--- src/verilog/drs_defines.vh ---
// Purpose: Constants for the dual rail sequence and status block
// Assumes: 40 MHz clock
// Notes:   Strap codes are digitised resistor readings
`ifndef DRS_DEFINES_VH
`define DRS_DEFINES_VH
`define DRS_CLK_MHZ          40
`define DRS_NVM_LOAD_NS      2000
`define DRS_NVM_LOAD_CYC     ((`DRS_NVM_LOAD_NS*`DRS_CLK_MHZ+999)/1000)
`define DRS_LDO_SETTLE_NS    1000
`define DRS_LDO_SETTLE_CYC   ((`DRS_LDO_SETTLE_NS*`DRS_CLK_MHZ+999)/1000)
`define DRS_RETRY_NS         100000
`define DRS_RETRY_CYC        ((`DRS_RETRY_NS*`DRS_CLK_MHZ)/1000)
`define DRS_VT_W             10
`define DRS_VT_MIN           10'h080
`define DRS_VT_MAX           10'h307
`define DRS_BOOT_CODES       27
`define DRS_BOOT_BASE        10'h134
`define DRS_BOOT_STEP        10'h00c
`define DRS_SLEW_W           2
`define DRS_SLEW0_DIV        16'h0028
`define DRS_SLEW1_DIV        16'h0014
`define DRS_SLEW2_DIV        16'h000a
`define DRS_SLEW3_DIV        16'h0005
`define DRS_PWM_LOW          2'h0
`define DRS_PWM_HIGH         2'h1
`define DRS_PWM_MID          2'h2
`define DRS_PWM_ON_CYC       8'h08
`define DRS_PHASE_A_MAX      2'h3
`define DRS_PHASE_B_MAX      2'h2
`endif

--- src/verilog/drs_rail.v ---
// Purpose: One rail: soft start, target ramp, fault latch, PWM
// Assumes: Inputs synchronous to clk
// Notes:   Target code steps one code per slew enable pulse
`timescale 1ns/1ps
`include "drs_defines.vh"
module drs_rail (
  // Clock and reset
  input  wire                  clk,
  input  wire                  nrst,
  // Control
  input  wire                  run,
  input  wire                  enable_in,
  input  wire                  to_boot_n,
  input  wire                  latch_mode,
  input  wire [1:0]            slew_sel,
  input  wire [`DRS_VT_W-1:0]  boot_code,
  input  wire [`DRS_VT_W-1:0]  target_in,
  input  wire [1:0]            phases,
  // Analog comparator results
  input  wire                  fault_in,
  input  wire                  cur_reach_comp,
  // Outputs
  output reg                   ready,
  output reg                   faulted,
  output reg  [`DRS_VT_W-1:0]  vt_code,
  output reg  [5:0]            pwm_state
);
  // ==========================================================
  // Slew divider and target ramp
  reg  [15:0]           div_cnt;
  reg  [15:0]           div_top;
  reg                   en_d;
  reg                   started;
  reg  [`DRS_VT_W-1:0]  goal;
  reg  [`DRS_VT_W-1:0]  next_vt;
  reg  [7:0]            on_cnt;
  reg  [1:0]            phase_ptr;
  reg  [31:0]           retry_cnt;
  wire                  active = run & enable_in & ~faulted;
  // A slew change can leave the count above the new top
  wire                  tick   = (div_cnt >= div_top);
  always @*
  begin
    case (slew_sel)
      2'h0:    div_top = `DRS_SLEW0_DIV;
      2'h1:    div_top = `DRS_SLEW1_DIV;
      2'h2:    div_top = `DRS_SLEW2_DIV;
      default: div_top = `DRS_SLEW3_DIV;
    endcase
    if (!started || !to_boot_n)
      goal = boot_code;
    else if (target_in < `DRS_VT_MIN)
      goal = `DRS_VT_MIN;
    else if (target_in > `DRS_VT_MAX)
      goal = `DRS_VT_MAX;
    else
      goal = target_in;
    next_vt = vt_code;
    if (tick && vt_code < goal)
      next_vt = vt_code + 10'h001;
    else if (tick && vt_code > goal)
      next_vt = vt_code - 10'h001;
  end
  always @(posedge clk)
  begin
    if (!nrst)
    begin
      div_cnt   <= 16'h0000;
      vt_code   <= 10'h000;
      started   <= 1'b0;
      ready     <= 1'b0;
      faulted   <= 1'b0;
      en_d      <= 1'b0;
      retry_cnt <= 32'h0;
    end
    else
    begin
      en_d    <= enable_in;
      div_cnt <= (tick || !active) ? 16'h0000 : div_cnt + 16'h0001;
      if (!active)
      begin
        vt_code <= 10'h000;
        started <= 1'b0;
        ready   <= 1'b0;
      end
      else
      begin
        vt_code <= next_vt;
        if (!started && vt_code == boot_code)
        begin
          started <= 1'b1;
          ready   <= 1'b1;
        end
      end
      // Fault latch; a new fault outranks any clear
      if (fault_in && run && enable_in)
      begin
        faulted   <= 1'b1;
        retry_cnt <= 32'h0;
      end
      else if (enable_in && !en_d)
        faulted <= 1'b0;
      else if (faulted && !latch_mode)
      begin
        if (retry_cnt == `DRS_RETRY_CYC - 1)
          faulted <= 1'b0;
        retry_cnt <= retry_cnt + 32'h1;
      end
    end
  end
  // ==========================================================
  // PWM pulse start, phase rotation, protective state
  genvar g;
  always @(posedge clk)
  begin
    if (!nrst)
    begin
      on_cnt    <= 8'h00;
      phase_ptr <= 2'h0;
    end
    else if (!active || phases == 2'h0)
    begin
      on_cnt    <= 8'h00;
      phase_ptr <= 2'h0;
    end
    else if (on_cnt != 8'h00)
      on_cnt <= on_cnt - 8'h01;
    else if (cur_reach_comp)
    begin
      on_cnt    <= `DRS_PWM_ON_CYC;
      phase_ptr <= (phase_ptr + 2'h1 >= phases) ? 2'h0
                                                : phase_ptr + 2'h1;
    end
  end
  generate
    for (g = 0; g < 3; g = g + 1)
    begin : g_ph
      always @(posedge clk)
      begin
        if (!nrst)
          pwm_state[2*g+1:2*g] <= `DRS_PWM_MID;
        else if (faulted || !active || g >= phases)
          pwm_state[2*g+1:2*g] <= `DRS_PWM_MID;
        else if (on_cnt != 8'h00 && phase_ptr == g)
          pwm_state[2*g+1:2*g] <= `DRS_PWM_HIGH;
        else
          pwm_state[2*g+1:2*g] <= `DRS_PWM_LOW;
      end
    end
  endgenerate
endmodule // drs_rail

--- src/verilog/drs_top.v ---
// Purpose: Power-on order, strap decode, rail status and PWM
// Assumes: Open-drain pins: out value 0 with oe_n low pulls low
// Notes:   Strap inputs are already-digitised codes
`timescale 1ns/1ps
`include "drs_defines.vh"
module drs_top (
  // Clock and reset
  input  wire                  clk,
  input  wire                  nrst,
  // Power-on detectors
  input  wire                  nvm_power_on_level,
  input  wire                  main_power_on_level,
  input  wire                  vin_below_thresh,
  // Stored configuration from NVM
  input  wire [`DRS_VT_W-1:0]  nvm_target_a,
  input  wire [`DRS_VT_W-1:0]  nvm_target_b,
  input  wire [1:0]            nvm_slew_sel,
  input  wire                  nvm_latch_mode,
  input  wire [1:0]            nvm_phases_a,
  input  wire [1:0]            nvm_phases_b,
  // Runtime bus command values
  input  wire                  cmd_valid,
  input  wire [`DRS_VT_W-1:0]  cmd_target_a,
  input  wire [`DRS_VT_W-1:0]  cmd_target_b,
  input  wire [1:0]            cmd_slew_sel,
  input  wire                  alert_req,
  // Straps
  input  wire [4:0]            rail_a_boot_strap,
  input  wire [4:0]            rail_b_boot_strap,
  input  wire [3:0]            common_strap,
  input  wire [1:0]            rail_a_strap,
  input  wire [1:0]            rail_b_strap,
  // Host pins
  input  wire                  rail_a_enable_in,
  input  wire                  rail_b_enable_in,
  input  wire                  return_boot_n,
  // Analog sense results
  input  wire                  over_temp_warn,
  input  wire                  fault_a,
  input  wire                  fault_b,
  input  wire                  cur_reach_comp_a,
  input  wire                  cur_reach_comp_b,
  // Open-drain status pins
  output reg                   rail_a_ready_out,
  output reg                   rail_a_ready_oe_n,
  output reg                   rail_b_ready_out,
  output reg                   rail_b_ready_oe_n,
  output reg                   thermal_warn_n,
  output reg                   thermal_warn_oe_n,
  output reg                   alert_n,
  output reg                   alert_oe_n,
  // Sequencing and decoded settings
  output reg                   ldo_enable,
  output reg                   config_done,
  output reg                   input_low_lockout,
  output reg  [3:0]            bus_address,
  output reg                   rail_a_power_stage_type,
  output reg                   rail_a_loadline_en,
  output reg                   rail_b_power_stage_type,
  output reg                   rail_b_loadline_en,
  output reg  [`DRS_VT_W-1:0]  rail_a_voltage_target_code,
  output reg  [`DRS_VT_W-1:0]  rail_b_voltage_target_code,
  // PWM states, two bits per phase
  output reg  [5:0]            rail_a_phase_pwm,
  output reg  [3:0]            rail_b_phase_pwm
);
  // ==========================================================
  // Power-on sequencer
  localparam ST_OFF   = 3'h0;
  localparam ST_NVM   = 3'h1;
  localparam ST_WPOR  = 3'h2;
  localparam ST_LDO   = 3'h3;
  localparam ST_STRAP = 3'h4;
  localparam ST_RUN   = 3'h5;
  reg  [2:0]            state;
  reg  [15:0]           seq_cnt;
  reg  [`DRS_VT_W-1:0]  tgt_a;
  reg  [`DRS_VT_W-1:0]  tgt_b;
  reg  [1:0]            slew_sel;
  reg                   latch_mode;
  reg  [1:0]            phases_a;
  reg  [1:0]            phases_b;
  reg  [`DRS_VT_W-1:0]  boot_a;
  reg  [`DRS_VT_W-1:0]  boot_b;
  reg                   alert_flag;
  wire                  run = (state == ST_RUN) & ~input_low_lockout;
  wire                  rdy_a;
  wire                  rdy_b;
  wire                  flt_a;
  wire                  flt_b;
  wire [`DRS_VT_W-1:0]  vt_a;
  wire [`DRS_VT_W-1:0]  vt_b;
  wire [5:0]            pwm_a;
  wire [5:0]            pwm_b;

  // Strap index to boot code, out-of-range codes take the top
  function [`DRS_VT_W-1:0] boot_of;
    input [4:0] idx;
    reg   [4:0] sat;
    begin
      sat = (idx >= `DRS_BOOT_CODES) ? 5'd26 : idx;
      boot_of = `DRS_BOOT_BASE + `DRS_BOOT_STEP * {5'h00, sat};
    end
  endfunction

  always @(posedge clk)
  begin
    if (!nrst)
    begin
      state      <= ST_OFF;
      seq_cnt    <= 16'h0000;
      ldo_enable <= 1'b0;
      config_done <= 1'b0;
      tgt_a      <= `DRS_VT_MIN;
      tgt_b      <= `DRS_VT_MIN;
      slew_sel   <= 2'h0;
      latch_mode <= 1'b1;
      phases_a   <= 2'h0;
      phases_b   <= 2'h0;
      boot_a     <= `DRS_BOOT_BASE;
      boot_b     <= `DRS_BOOT_BASE;
      bus_address             <= 4'h0;
      rail_a_power_stage_type <= 1'b0;
      rail_a_loadline_en      <= 1'b0;
      rail_b_power_stage_type <= 1'b0;
      rail_b_loadline_en      <= 1'b0;
    end
    else if (!nvm_power_on_level)
    begin
      state       <= ST_OFF;
      ldo_enable  <= 1'b0;
      config_done <= 1'b0;
    end
    else
    begin
      case (state)
        ST_OFF:
        begin
          seq_cnt <= 16'h0000;
          state   <= ST_NVM;
        end
        ST_NVM:
        begin
          tgt_a      <= nvm_target_a;
          tgt_b      <= nvm_target_b;
          slew_sel   <= nvm_slew_sel;
          latch_mode <= nvm_latch_mode;
          phases_a   <= (nvm_phases_a > `DRS_PHASE_A_MAX)
                        ? `DRS_PHASE_A_MAX : nvm_phases_a;
          phases_b   <= (nvm_phases_b > `DRS_PHASE_B_MAX)
                        ? `DRS_PHASE_B_MAX : nvm_phases_b;
          seq_cnt    <= seq_cnt + 16'h0001;
          if (seq_cnt == `DRS_NVM_LOAD_CYC - 1)
            state <= ST_WPOR;
        end
        ST_WPOR:
        begin
          seq_cnt <= 16'h0000;
          if (main_power_on_level)
          begin
            ldo_enable <= 1'b1;
            state      <= ST_LDO;
          end
        end
        ST_LDO:
        begin
          seq_cnt <= seq_cnt + 16'h0001;
          if (seq_cnt == `DRS_LDO_SETTLE_CYC - 1)
            state <= ST_STRAP;
        end
        ST_STRAP:
        begin
          boot_a <= boot_of(rail_a_boot_strap);
          boot_b <= boot_of(rail_b_boot_strap);
          bus_address             <= common_strap;
          rail_a_power_stage_type <= rail_a_strap[0];
          rail_a_loadline_en      <= rail_a_strap[1];
          rail_b_power_stage_type <= rail_b_strap[0];
          rail_b_loadline_en      <= rail_b_strap[1];
          config_done <= 1'b1;
          state       <= ST_RUN;
        end
        ST_RUN:
        begin
          if (cmd_valid)
          begin
            tgt_a    <= cmd_target_a;
            tgt_b    <= cmd_target_b;
            slew_sel <= cmd_slew_sel;
          end
        end
        default:
          state <= ST_OFF;
      endcase
    end
  end

  // ==========================================================
  // Lockout, alert and pin drivers
  always @(posedge clk)
  begin
    if (!nrst)
    begin
      input_low_lockout <= 1'b1;
      alert_flag        <= 1'b0;
      rail_a_ready_out  <= 1'b0;
      rail_a_ready_oe_n <= 1'b0;
      rail_b_ready_out  <= 1'b0;
      rail_b_ready_oe_n <= 1'b0;
      thermal_warn_n    <= 1'b0;
      thermal_warn_oe_n <= 1'b1;
      alert_n           <= 1'b0;
      alert_oe_n        <= 1'b1;
      rail_a_voltage_target_code <= 10'h000;
      rail_b_voltage_target_code <= 10'h000;
      rail_a_phase_pwm  <= {3{`DRS_PWM_MID}};
      rail_b_phase_pwm  <= {2{`DRS_PWM_MID}};
    end
    else
    begin
      input_low_lockout <= vin_below_thresh | ~main_power_on_level;
      // Host request or new fault; fault wins over a clear
      alert_flag <= alert_req | (fault_a & ~flt_a) | (fault_b & ~flt_b)
                    | (alert_flag & ~cmd_valid);
      rail_a_ready_out  <= 1'b0;
      rail_a_ready_oe_n <= rdy_a;
      rail_b_ready_out  <= 1'b0;
      rail_b_ready_oe_n <= rdy_b;
      thermal_warn_n    <= 1'b0;
      thermal_warn_oe_n <= ~over_temp_warn;
      alert_n           <= 1'b0;
      alert_oe_n        <= ~alert_flag;
      rail_a_voltage_target_code <= vt_a;
      rail_b_voltage_target_code <= vt_b;
      rail_a_phase_pwm  <= pwm_a;
      rail_b_phase_pwm  <= pwm_b[3:0];
    end
  end

  // ==========================================================
  // Rails
  drs_rail u_rail_a (
    .clk            (clk),
    .nrst           (nrst),
    .run            (run),
    .enable_in      (rail_a_enable_in),
    .to_boot_n      (return_boot_n),
    .latch_mode     (latch_mode),
    .slew_sel       (slew_sel),
    .boot_code      (boot_a),
    .target_in      (tgt_a),
    .phases         (phases_a),
    .fault_in       (fault_a),
    .cur_reach_comp (cur_reach_comp_a),
    .ready          (rdy_a),
    .faulted        (flt_a),
    .vt_code        (vt_a),
    .pwm_state      (pwm_a)
  );
  drs_rail u_rail_b (
    .clk            (clk),
    .nrst           (nrst),
    .run            (run),
    .enable_in      (rail_b_enable_in),
    .to_boot_n      (return_boot_n),
    .latch_mode     (latch_mode),
    .slew_sel       (slew_sel),
    .boot_code      (boot_b),
    .target_in      (tgt_b),
    .phases         (phases_b),
    .fault_in       (fault_b),
    .cur_reach_comp (cur_reach_comp_b),
    .ready          (rdy_b),
    .faulted        (flt_b),
    .vt_code        (vt_b),
    .pwm_state      (pwm_b)
  );
endmodule // drs_top

--- config.mk ---
export PLATFORM = sky130hd
export DESIGN_NAME = drs_top
export DESIGN_NICKNAME = d
export VERILOG_FILES = /design/src/verilog/drs_rail.v /design/src/verilog/drs_top.v
export VERILOG_INCLUDE_DIRS = /design/src /design/src/verilog
export SDC_FILE = /design/constraint.sdc
export NUM_CORES = 1
export LEC_CHECK = 0
export BUFFER_PORTS_ARGS = -buffer_cell sky130_fd_sc_hd__buf_2
export CORE_MARGIN = 1.5
export CORE_UTILIZATION = 50
export DETAILED_ROUTE_END_ITERATION = 12
export HOLD_SLACK_MARGIN = 0.03
export PLACE_DENSITY = 0.73
export SLEW_MARGIN = 10
export SYNTH_ARGS = -nofsm -noshare
export SYNTH_HDL_FRONTEND = slang
export SYNTH_HIERARCHICAL = 1
export SYNTH_SLANG_ARGS = --single-unit
--- constraint.sdc ---
create_clock -name clk -period 7.2 [get_ports clk]
set_clock_uncertainty 0.1 [all_clocks]
set_input_delay 0.36 -clock clk [delete_from_list [all_inputs] [get_ports clk]]
set_output_delay 0.36 -clock clk [all_outputs]
set_load 0.05 [all_outputs]
==> results of run 1 <==
## power groups by stage
stage / clock network [mW] / registers [mW] / logic (mW)
6_report: 1.37 / 1.46 / 0.169
3_3_place_gp: 0 / 1.49 / 0.156
3_5_place_dp: 0 / 1.49 / 0.159
5_1_grt: 1.46 / 1.46 / 0.188
2_1_floorplan: 0 / 1.49 / 0.107
4_1_cts: 1.40 / 1.46 / 0.169
## area by class of cell
type	count	area [sq um]
repair buffers	153	886
well taps	330	413
flip-flops and latches	260	5200
multi-input cells	1122	7310
fillers	2260	10400
clock buffers	35	746
clock inverters	14	130
inverters	57	214
## cell usage in the layout (no fill, tap or decap), types with 27 or more instances in the layout
cell type  instances
dfxtp_1          260
nor2_1           155
nand2_1          131
buf_2            126
a21oi_1          111
ha_1              78
inv_1             56
xor2_1            56
xnor2_1           54
nand3_1           51
o21ai_0           48
and2_1            41
or3_1             33
conb_1            30
nor4_1            29
nor3_1            28
clkbuf_16         27
## metal layers
metal | track usage [%] | vias up
li1 | - | 5439
met1 | 27.4 | 4899
met2 | 35.8 | 210
met3 | 3.56 | 37
met4 | 5.29 | 2
met5 | 0 | -
## worst paths after layout
path	from	slack [ns]	endpoint	cells past startpoint
max reg2reg	u_rail_b/started	2.76	u_rail_b/vt_code[8]	15
min reg2reg	alert_flag	0.28	alert_oe_n	1
min	rail_b_enable_in	0.07	u_rail_b/en_d	2
max	u_rail_b/started	2.76	u_rail_b/vt_code[8]	15
## stage by stage
stage | cells | cell area (sq um)
after floorplan | 1493 | 13000
after global placement | 1901 | 13800
after detailed placement | 1901 | 13800
after CTS | 1971 | 14900
after global routing | 1971 | 14900
final | 1971 | 14900
## registers in the layout, indices dropped and copies added, names as in the netlist, 16 cells and up
register and count:
u_rail_b/div_cnt 16, u_rail_a/retry_cnt 32, seq_cnt 16, u_rail_b/retry_cnt 32, u_rail_a/div_cnt 16
==> reports/qor.csv, run 1 <==
metric,value,unit
cts_buffer_depth,3,
route.detailed.drc,0,
cp.arrival,4.76,ns
grtUsageTotal,21.0,%
clock.fmax,225,MHz
ctsResizeCount,0,
viasPerCell,5.37,
hold_viol,0,
numCtsBuffers,27,
rsz0062_at_grt,false,
gp_congestion,0.842,
cp-start-kind,register,
antenna_cells,0,
start_util,51.0,%
drtIter0Drc,587,
drive_gt1_share,13.8,%
power.density,201,nW/um^2
crit_chain,nand2_1 > or2_2 > nor2_1 > a22oi_1 > ha_1 > and4_2 > a2111o_1 > or2_2 > ha_1 > nor2b_1 > o31a_1 > o21a_1 > o41ai_2 > xnor2_1 > a31o_1,
cap_violations,0,
cp_slowest_stage_delay,0.42,ns
fin_crit,4.44,ns
synth_warnings,6,
grt_max_degree,66,
synth_area_per_cell,8.78,sq um
critical_path_class,register to register,
die_y,163,um
dr_wl_met3,1.52,mm
endpoint_kind,register,
fp-row-count,58,
total_leakage_power,5.97,nW
firstDrtPassIters,5,
grt_antenna_before_repair,1,
dp_hpwl,20.3,mm
worstPathMaxFanout,14,
tightest_slew,1.10,ns
vias,10587,
num_io_pins,131,
critPathTopFamily,simple AND/OR/NAND/NOR gates,
utilization,59.0,%
wl_per_cell,14.5,um
slew_viol_final,0,
fin_nets,1785,
clockPowerShare,45.6,%
p_seq_share,48.8,%
crit_required,7.52,ns
core,25300,sq um
grt_pass1_wl,46.5,mm
p_int,2.32,mW
htree_levels,1,
crit_buf_inv,0,
first_global_vias,9918,
swShare,22.5,%
hold_ws,0.0655,ns
power_switching,0.675,mW
status,"finished, final reports clean",
drt-met1-wl,13.4,mm
post_cts_buffers,0,
io_buffer_count,126,
ctsHoldBuffers,21,
slew_headroom,26.8,%
fin_total_pwr,3.00,mW
synth_cells,1466,
irDropWorstVdd,0.148,mV
die-area,26700,sq um
layout_setup_ws,2.76,ns
hold_path_class,input pin to register,
clock-root-buffer,clkbuf_16,
setup_tns,0,ns
period_share,61.7,%
clock_sinks,260,
setup_viol,0,
clk_transition_reported_paths,0.06,ns
met2_length,13.2,mm
die_width,163,um
ant_nets,0,
syn2layout_area_growth,15.8,%
post-place-ws,2.65,ns
cp_slowest_cell,or2_2,
dr.max_layer_used,met5,
grt_overflow,0,
clk_latency,0.53,ns
syn-cell-area,12900,sq um
cts_tree,yes,
wl,28.6,mm
combPwrFrac,5.6,%
No activity file was read; power rests on OpenSTA's default activity.
==> run 2, diff against run 1 <==
Clock period 7.2 ns to 4.65 ns, I/O delays scaled along.
==> reports/qor.csv, run 2 (synthesized netlist as in run 1, its figures left out) <==
metric,value,unit
status,"finished, final reports clean",
power.density,299,nW/um^2
route.detailed.drc,0,
gp_congestion,0.901,
dp_hpwl,20.5,mm
wl,29.9,mm
instances_no_fill,2026,
clock.fmax,238,MHz
p_seq_share,49.0,%
die-area,26700,sq um
layout_common_cells,"260 x dfxtp_1, 155 x nor2_1, 131 x nand2_1, 126 x buf_2, 111 x a21oi_1",
total_leakage_power,6.14,nW
ant_nets,0,
drive_gt1_share,13.5,%
r2r_end,u_rail_a/vt_code[9],
start_util,51.0,%
htree_levels,1,
final-seq-area,5200,sq um
crit_required,5.01,ns
period_share,90.3,%
clk_latency,0.54,ns
clock-root-buffer,clkbuf_16,
swShare,22.5,%
hold_viol,0,
vias,10908,
irDropWorstVdd,0.251,mV
p_int,3.58,mW
cp-start-kind,register,
cts_buffer_depth,3,
firstDrtPassIters,5,
die_width,163,um
r2r_slack,0.45,ns
grt_max_degree,34,
clk_transition_reported_paths,0.06,ns
r2r_cells,17,
wl_per_cell,14.7,um
n_fill_cell,2195,
io_buffer_count,126,
power_switching,1.04,mW
grt_antenna_before_repair,1,
setup_viol,0,
numCtsBuffers,28,
cap_violations,0,
multiInputGateArea,7310,sq um
fp-row-count,58,
viasPerCell,5.38,
tightest_slew,1.12,ns
clockPowerShare,44.7,%
post_cts_buffers,0,
grtUsageTotal,22.2,%
reg.largest.list,"u_rail_a/retry_cnt (32), u_rail_b/retry_cnt (32)",
slew_headroom,25.3,%
combPwrFrac,6.3,%
layout_commonest_cell,dfxtp_1,
core,25300,sq um
setup.worst_path.start,tgt_a[6],
cp.arrival,4.56,ns
clock_sinks,260,
drtIter0Drc,662,
fin_crit,4.20,ns
fin_total_pwr,4.62,mW
cts_tree,yes,
fin_nets,1840,
syn2layout_area_growth,19.8,%
num_io_pins,131,
grt_pass1_wl,48.9,mm
setup_tns,0,ns
r2r-start,tgt_a[6],
slew_viol_final,0,
first_global_vias,10363,
hold_path_class,input pin to register,
dpl.cell_count,1906,
critical_path_class,register to register,
ctsResizeCount,0,
die_y,163,um
rsz0062_at_grt,false,
endpoint,u_rail_a/vt_code[9],
worstPathMaxFanout,9,
endpoint_kind,register,
grt_overflow,0,
## run 2: cell count changes in the layout (fill, tap and decap cells not counted), sizes merged
cell,previous run,this run
clkinvlp,4,1
buf,132,137
clkinv,9,7
diode,0,1
bufinv,2,0
clkbuf,35,42
dlygate4sd3,21,70
## run 2: repair_timing
item	in CTS	in global routing
hold buffers	70	0
endpoints found under the setup margin	0	0
endpoints found under the hold margin	55	0
## run 2: worst min-delay path by stage
stage,startpoint,to,slack [ns],cells after the start
6_report,cmd_slew_sel[1],slew_sel[1],0.06,3
5_1_grt,rail_b_boot_strap[0],boot_b[2],0.08,3
3_5_place_dp,alert_flag,alert_oe_n,0.27,1
3_3_place_gp,alert_flag,alert_oe_n,0.27,1
2_1_floorplan,over_temp_warn,thermal_warn_oe_n,0.19,1
4_1_cts,cmd_slew_sel[1],slew_sel[1],0.04,3
## run 2: routing by layer
| metal | GRT usage, % | wire [um] | part of all wire, % | vias up |
|---|---|---|---|---|
| met1 | 27.9 | 13600 | 45 | 5055 |
| met2 | 38.8 | 14000 | 47 | 221 |
| met4 | 6.53 | 697 | 2.3 | 0 |
| li1 | - | - | - | 5578 |
| met5 | 0 | 0 | 0 | - |
| met3 | 3.81 | 1590 | 5.3 | 54 |
## run 2: critical path, cell delays in order (launching register included)
cell and delay (ns):
dfxtp_1 0.33, nor4_1 0.31, a21oi_1 0.17, nor2_1 0.11, nor2_1 0.04, a21oi_1 0.16, ha_1 0.30, nand2b_1 0.10
a211oi_2 0.07, a2111o_1 0.44, or2_2 0.40, ha_1 0.39, nand3_1 0.13, o2111ai_2 0.23, a31oi_1 0.14, or2_1 0.24
a2111o_1 0.40, o21ai_1 0.08
## run 2: power groups by stage
stage	sequential, mW	combinational [mW]	clock [mW]
2_1_floorplan	2.31	0.166	0
3_3_place_gp	2.31	0.243	0
3_5_place_dp	2.31	0.247	0
4_1_cts	2.26	0.286	2.11
5_1_grt	2.26	0.322	2.20
6_report	2.26	0.290	2.06
## run 2: layout make-up
cell class / instances / area share (%)
Multi-Input combinational cell: 1122 / 47.4
Clock inverter: 7 / 0.317
Clock buffer: 42 / 5.28
Inverter: 57 / 1.39
Sequential cell: 260 / 33.8
Antenna cell: 1 / 0.0162
Tap cell: 330 / 2.68
Timing Repair Buffer: 207 / 9.17
## run 2: through the flow
stage	cell area [sq um]	setup WS [ns]	util [%]	hold slack [ns]
finish	15400	0.449	61.0	0.0576
global route	15400	0.0858	61.0	0.0758
CTS	15400	0.477	61.0	0.0401
detailed placement	13900	0.484	54.9	0.274
global placement	13900	0.620	54.9	0.266
floorplan	13000	0.774	-	0.194
==> run 3, diff against run 2 <==
Settings changed: PLACE_DENSITY 0.73 to 0.74, SYNTH_HIERARCHICAL 1 to default.
==> reports/qor.csv, run 3 <==
metric,value,unit
status,"finished, final reports clean",
synth_area_per_cell,8.80,sq um
gp_congestion,0.918,
yosys_most_used_dff,dfxtp_1,
viasPerCell,5.29,
cts_tree,yes,
critical_path_class,register to register,
yosysMostFrequentCell,dfxtp_1,
num_io_pins,131,
utilization,61.2,%
cp_slowest_stage_delay,0.38,ns
ys_seq_area_share,41.8,%
layout_commonest_cell,dfxtp_1,
die_width,161,um
r2r_slack,0.39,ns
layout_setup_ws,0.394,ns
post_cts_buffers,0,
vias,10318,
worstHoldStart,cmd_target_b[0],
drtIter0Drc,494,
tightest_slew,1.23,ns
r2r_end,u_rail_a.vt_code[9],
setup_viol,0,
instances_no_fill,1952,
crit_chain,or3_1 > nand3_1 > nor2_1 > a22oi_1 > ha_1 > a211oi_1 > o21ai_0 > a211oi_1 > nand3b_1 > buf_4 > ha_1 > a21o_1 > a21oi_1 > a21oi_1 > o211ai_1 > a21oi_1 > or3_1 > a21oi_1,
crit_required,5.01,ns
rsz0062_at_grt,false,
cp.arrival,4.62,ns
fin_nets,1773,
synth_warnings,0,
io_buffer_count,126,
ys_top_cells_by_count,"260 x dfxtp_1, 194 x nor2_1, 140 x nand2_1",
clk_transition_reported_paths,0.06,ns
ys_ff_latch,260,
critPathTopFamily,compound AO/OA/AOI/OAI gates,
syn-cell-area,12400,sq um
worstPathMaxFanout,10,
async_flop_share,0,%
antenna_cells,0,
crit_buf_inv,1,
clock.fmax,235,MHz
synth_top_area_share,41.8,%
slew_headroom,17.5,%
irDropWorstVdd,0.260,mV
period_share,91.5,%
numCtsBuffers,27,
fin_crit,4.26,ns
dp_hpwl,20.3,mm
clk_latency,0.56,ns
synth_edf_count,0,
ant_nets,0,
hold_path_class,input pin to register,
layout_common_cells,"260 x dfxtp_1, 193 x nor2_1, 140 x nand2_1, 126 x buf_2, 80 x ha_1",
synthTopCellsByArea,"dfxtp_1 42%, ha_1 8.0%, nor2_1 5.9%",
path_common_cell,a21oi_1,
grt_pass1_wl,46.9,mm
fp-row-count,57,
r2r_cells,18,
grt_max_degree,90,
total_leakage_power,6.24,nW
hold_ws,0.0536,ns
syn2layout_area_growth,20.0,%
yosys.area.top_type,dfxtp_1,
cp_slowest_cell,or3_1,
die_y,161,um
first_global_vias,9846,
cp-start-kind,register,
start_util,51.0,%
power.density,320,nW/um^2
dpl.cell_count,1848,
reg.largest.list,"u_rail_a.retry_cnt (32), u_rail_b.retry_cnt (32)",
cap_violations,0,
clock_sinks,260,
post-place-ws,0.366,ns
endpoint_kind,register,
cts_buffer_depth,3,
grtUsageTotal,22.0,%
grt_overflow,0,
core,24400,sq um
hold_viol,0,
route.detailed.drc,0,
wl_per_cell,14.7,um
drive_gt1_share,12.4,%
grt_antenna_before_repair,0,
slew_viol_final,0,
firstDrtPassIters,5,
setup.worst_path.start,tgt_a[8],
wl,28.7,mm
synth_cells,1414,
r2r-start,tgt_a[8],
htree_levels,1,
setup_tns,0,ns
clock-root-buffer,clkbuf_16,
die-area,25800,sq um
yosysUniqueCellTypes,57,
hold_end,tgt_b[0],
holdPathStages,3,
## run 3: area by class of cell
| type | instances | area, sq um |
|---|---|---|
| fillers | 2075 | 9460 |
| multi-input cells | 1072 | 6920 |
| flip-flops and latches | 260 | 5200 |
| repair buffers | 192 | 1260 |
| clock buffers | 35 | 766 |
| well taps | 324 | 405 |
| inverters | 54 | 203 |
| clock inverters | 15 | 174 |
## run 3: worst reg2reg max path, delay by kind of cell (launching register included)
kind / cells / cell delay, ns
adders and majority gates: 2 / 0.61
buffers and inverters: 1 / 0.20
AOI/OAI and AO/OA: 10 / 1.83
and+or+nand+nor: 5 / 1.09
DFF: 1 / 0.36
## run 3: stage by stage
| stage | power [mW] | area, sq um |
|---|---|---|
| after detailed placement | 2.54 | 13400 |
| after CTS | 4.83 | 14900 |
| after global routing | 4.94 | 14900 |
| after floorplan | 2.47 | 12500 |
| after global placement | 2.54 | 13400 |
| final | 4.78 | 14900 |
## run 3: routing by layer
layer / GRT usage, % / part of all wire [%] / vias up
met3: 3.80 / 6.2 / 52
met4: 7.37 / 2.6 / 0
met5: 0 / 0 / -
met2: 37.2 / 46 / 259
li1: - / - / 5246
met1: 28.4 / 45 / 4761
## run 3: where the power goes
| part | total (mW) | switching, mW | internal, mW | leakage, nW |
|---|---|---|---|---|
| combinational | 0.267 | 0.146 | 0.121 | 3.67 |
| clock | 2.25 | 0.916 | 1.33 | 0.466 |
| sequential | 2.26 | 0.0131 | 2.25 | 2.10 |
| total | 4.78 | 1.07 | 3.70 | 6.24 |
## run 3: worst max path at each step
stage	endpoint	slack, ns	cells after the start
floorplan	u_rail_b.vt_code[9]	0.59	17
CTS	u_rail_b.vt_code[9]	0.35	18
detailed placement	u_rail_b.vt_code[9]	0.37	18
global route	u_rail_b.vt_code[9]	0.11	18
global placement	u_rail_b.vt_code[9]	0.54	18
finish	u_rail_a.vt_code[9]	0.39	18
## run 3: cells by family after synthesis
logic type | Yosys count | share of synthesized area, %
fa+ha+maj | 86 | 8.85
buf+inv | 103 | 3.31
flops | 260 | 41.8
mux | 21 | 1.70
simple gates | 596 | 23.3
other cells | 1 | 0.0301
compound gates | 211 | 11.4
xor+xnor | 136 | 9.57
## run 3: timing repair
| action | in CTS | in global routing |
|---|---|---|
| hold buffers | 54 | 0 |
| setup endpoints to repair | 0 | 2 |
| hold endpoints to repair | 48 | 0 |
| gates resized for setup | 0 | 3 |
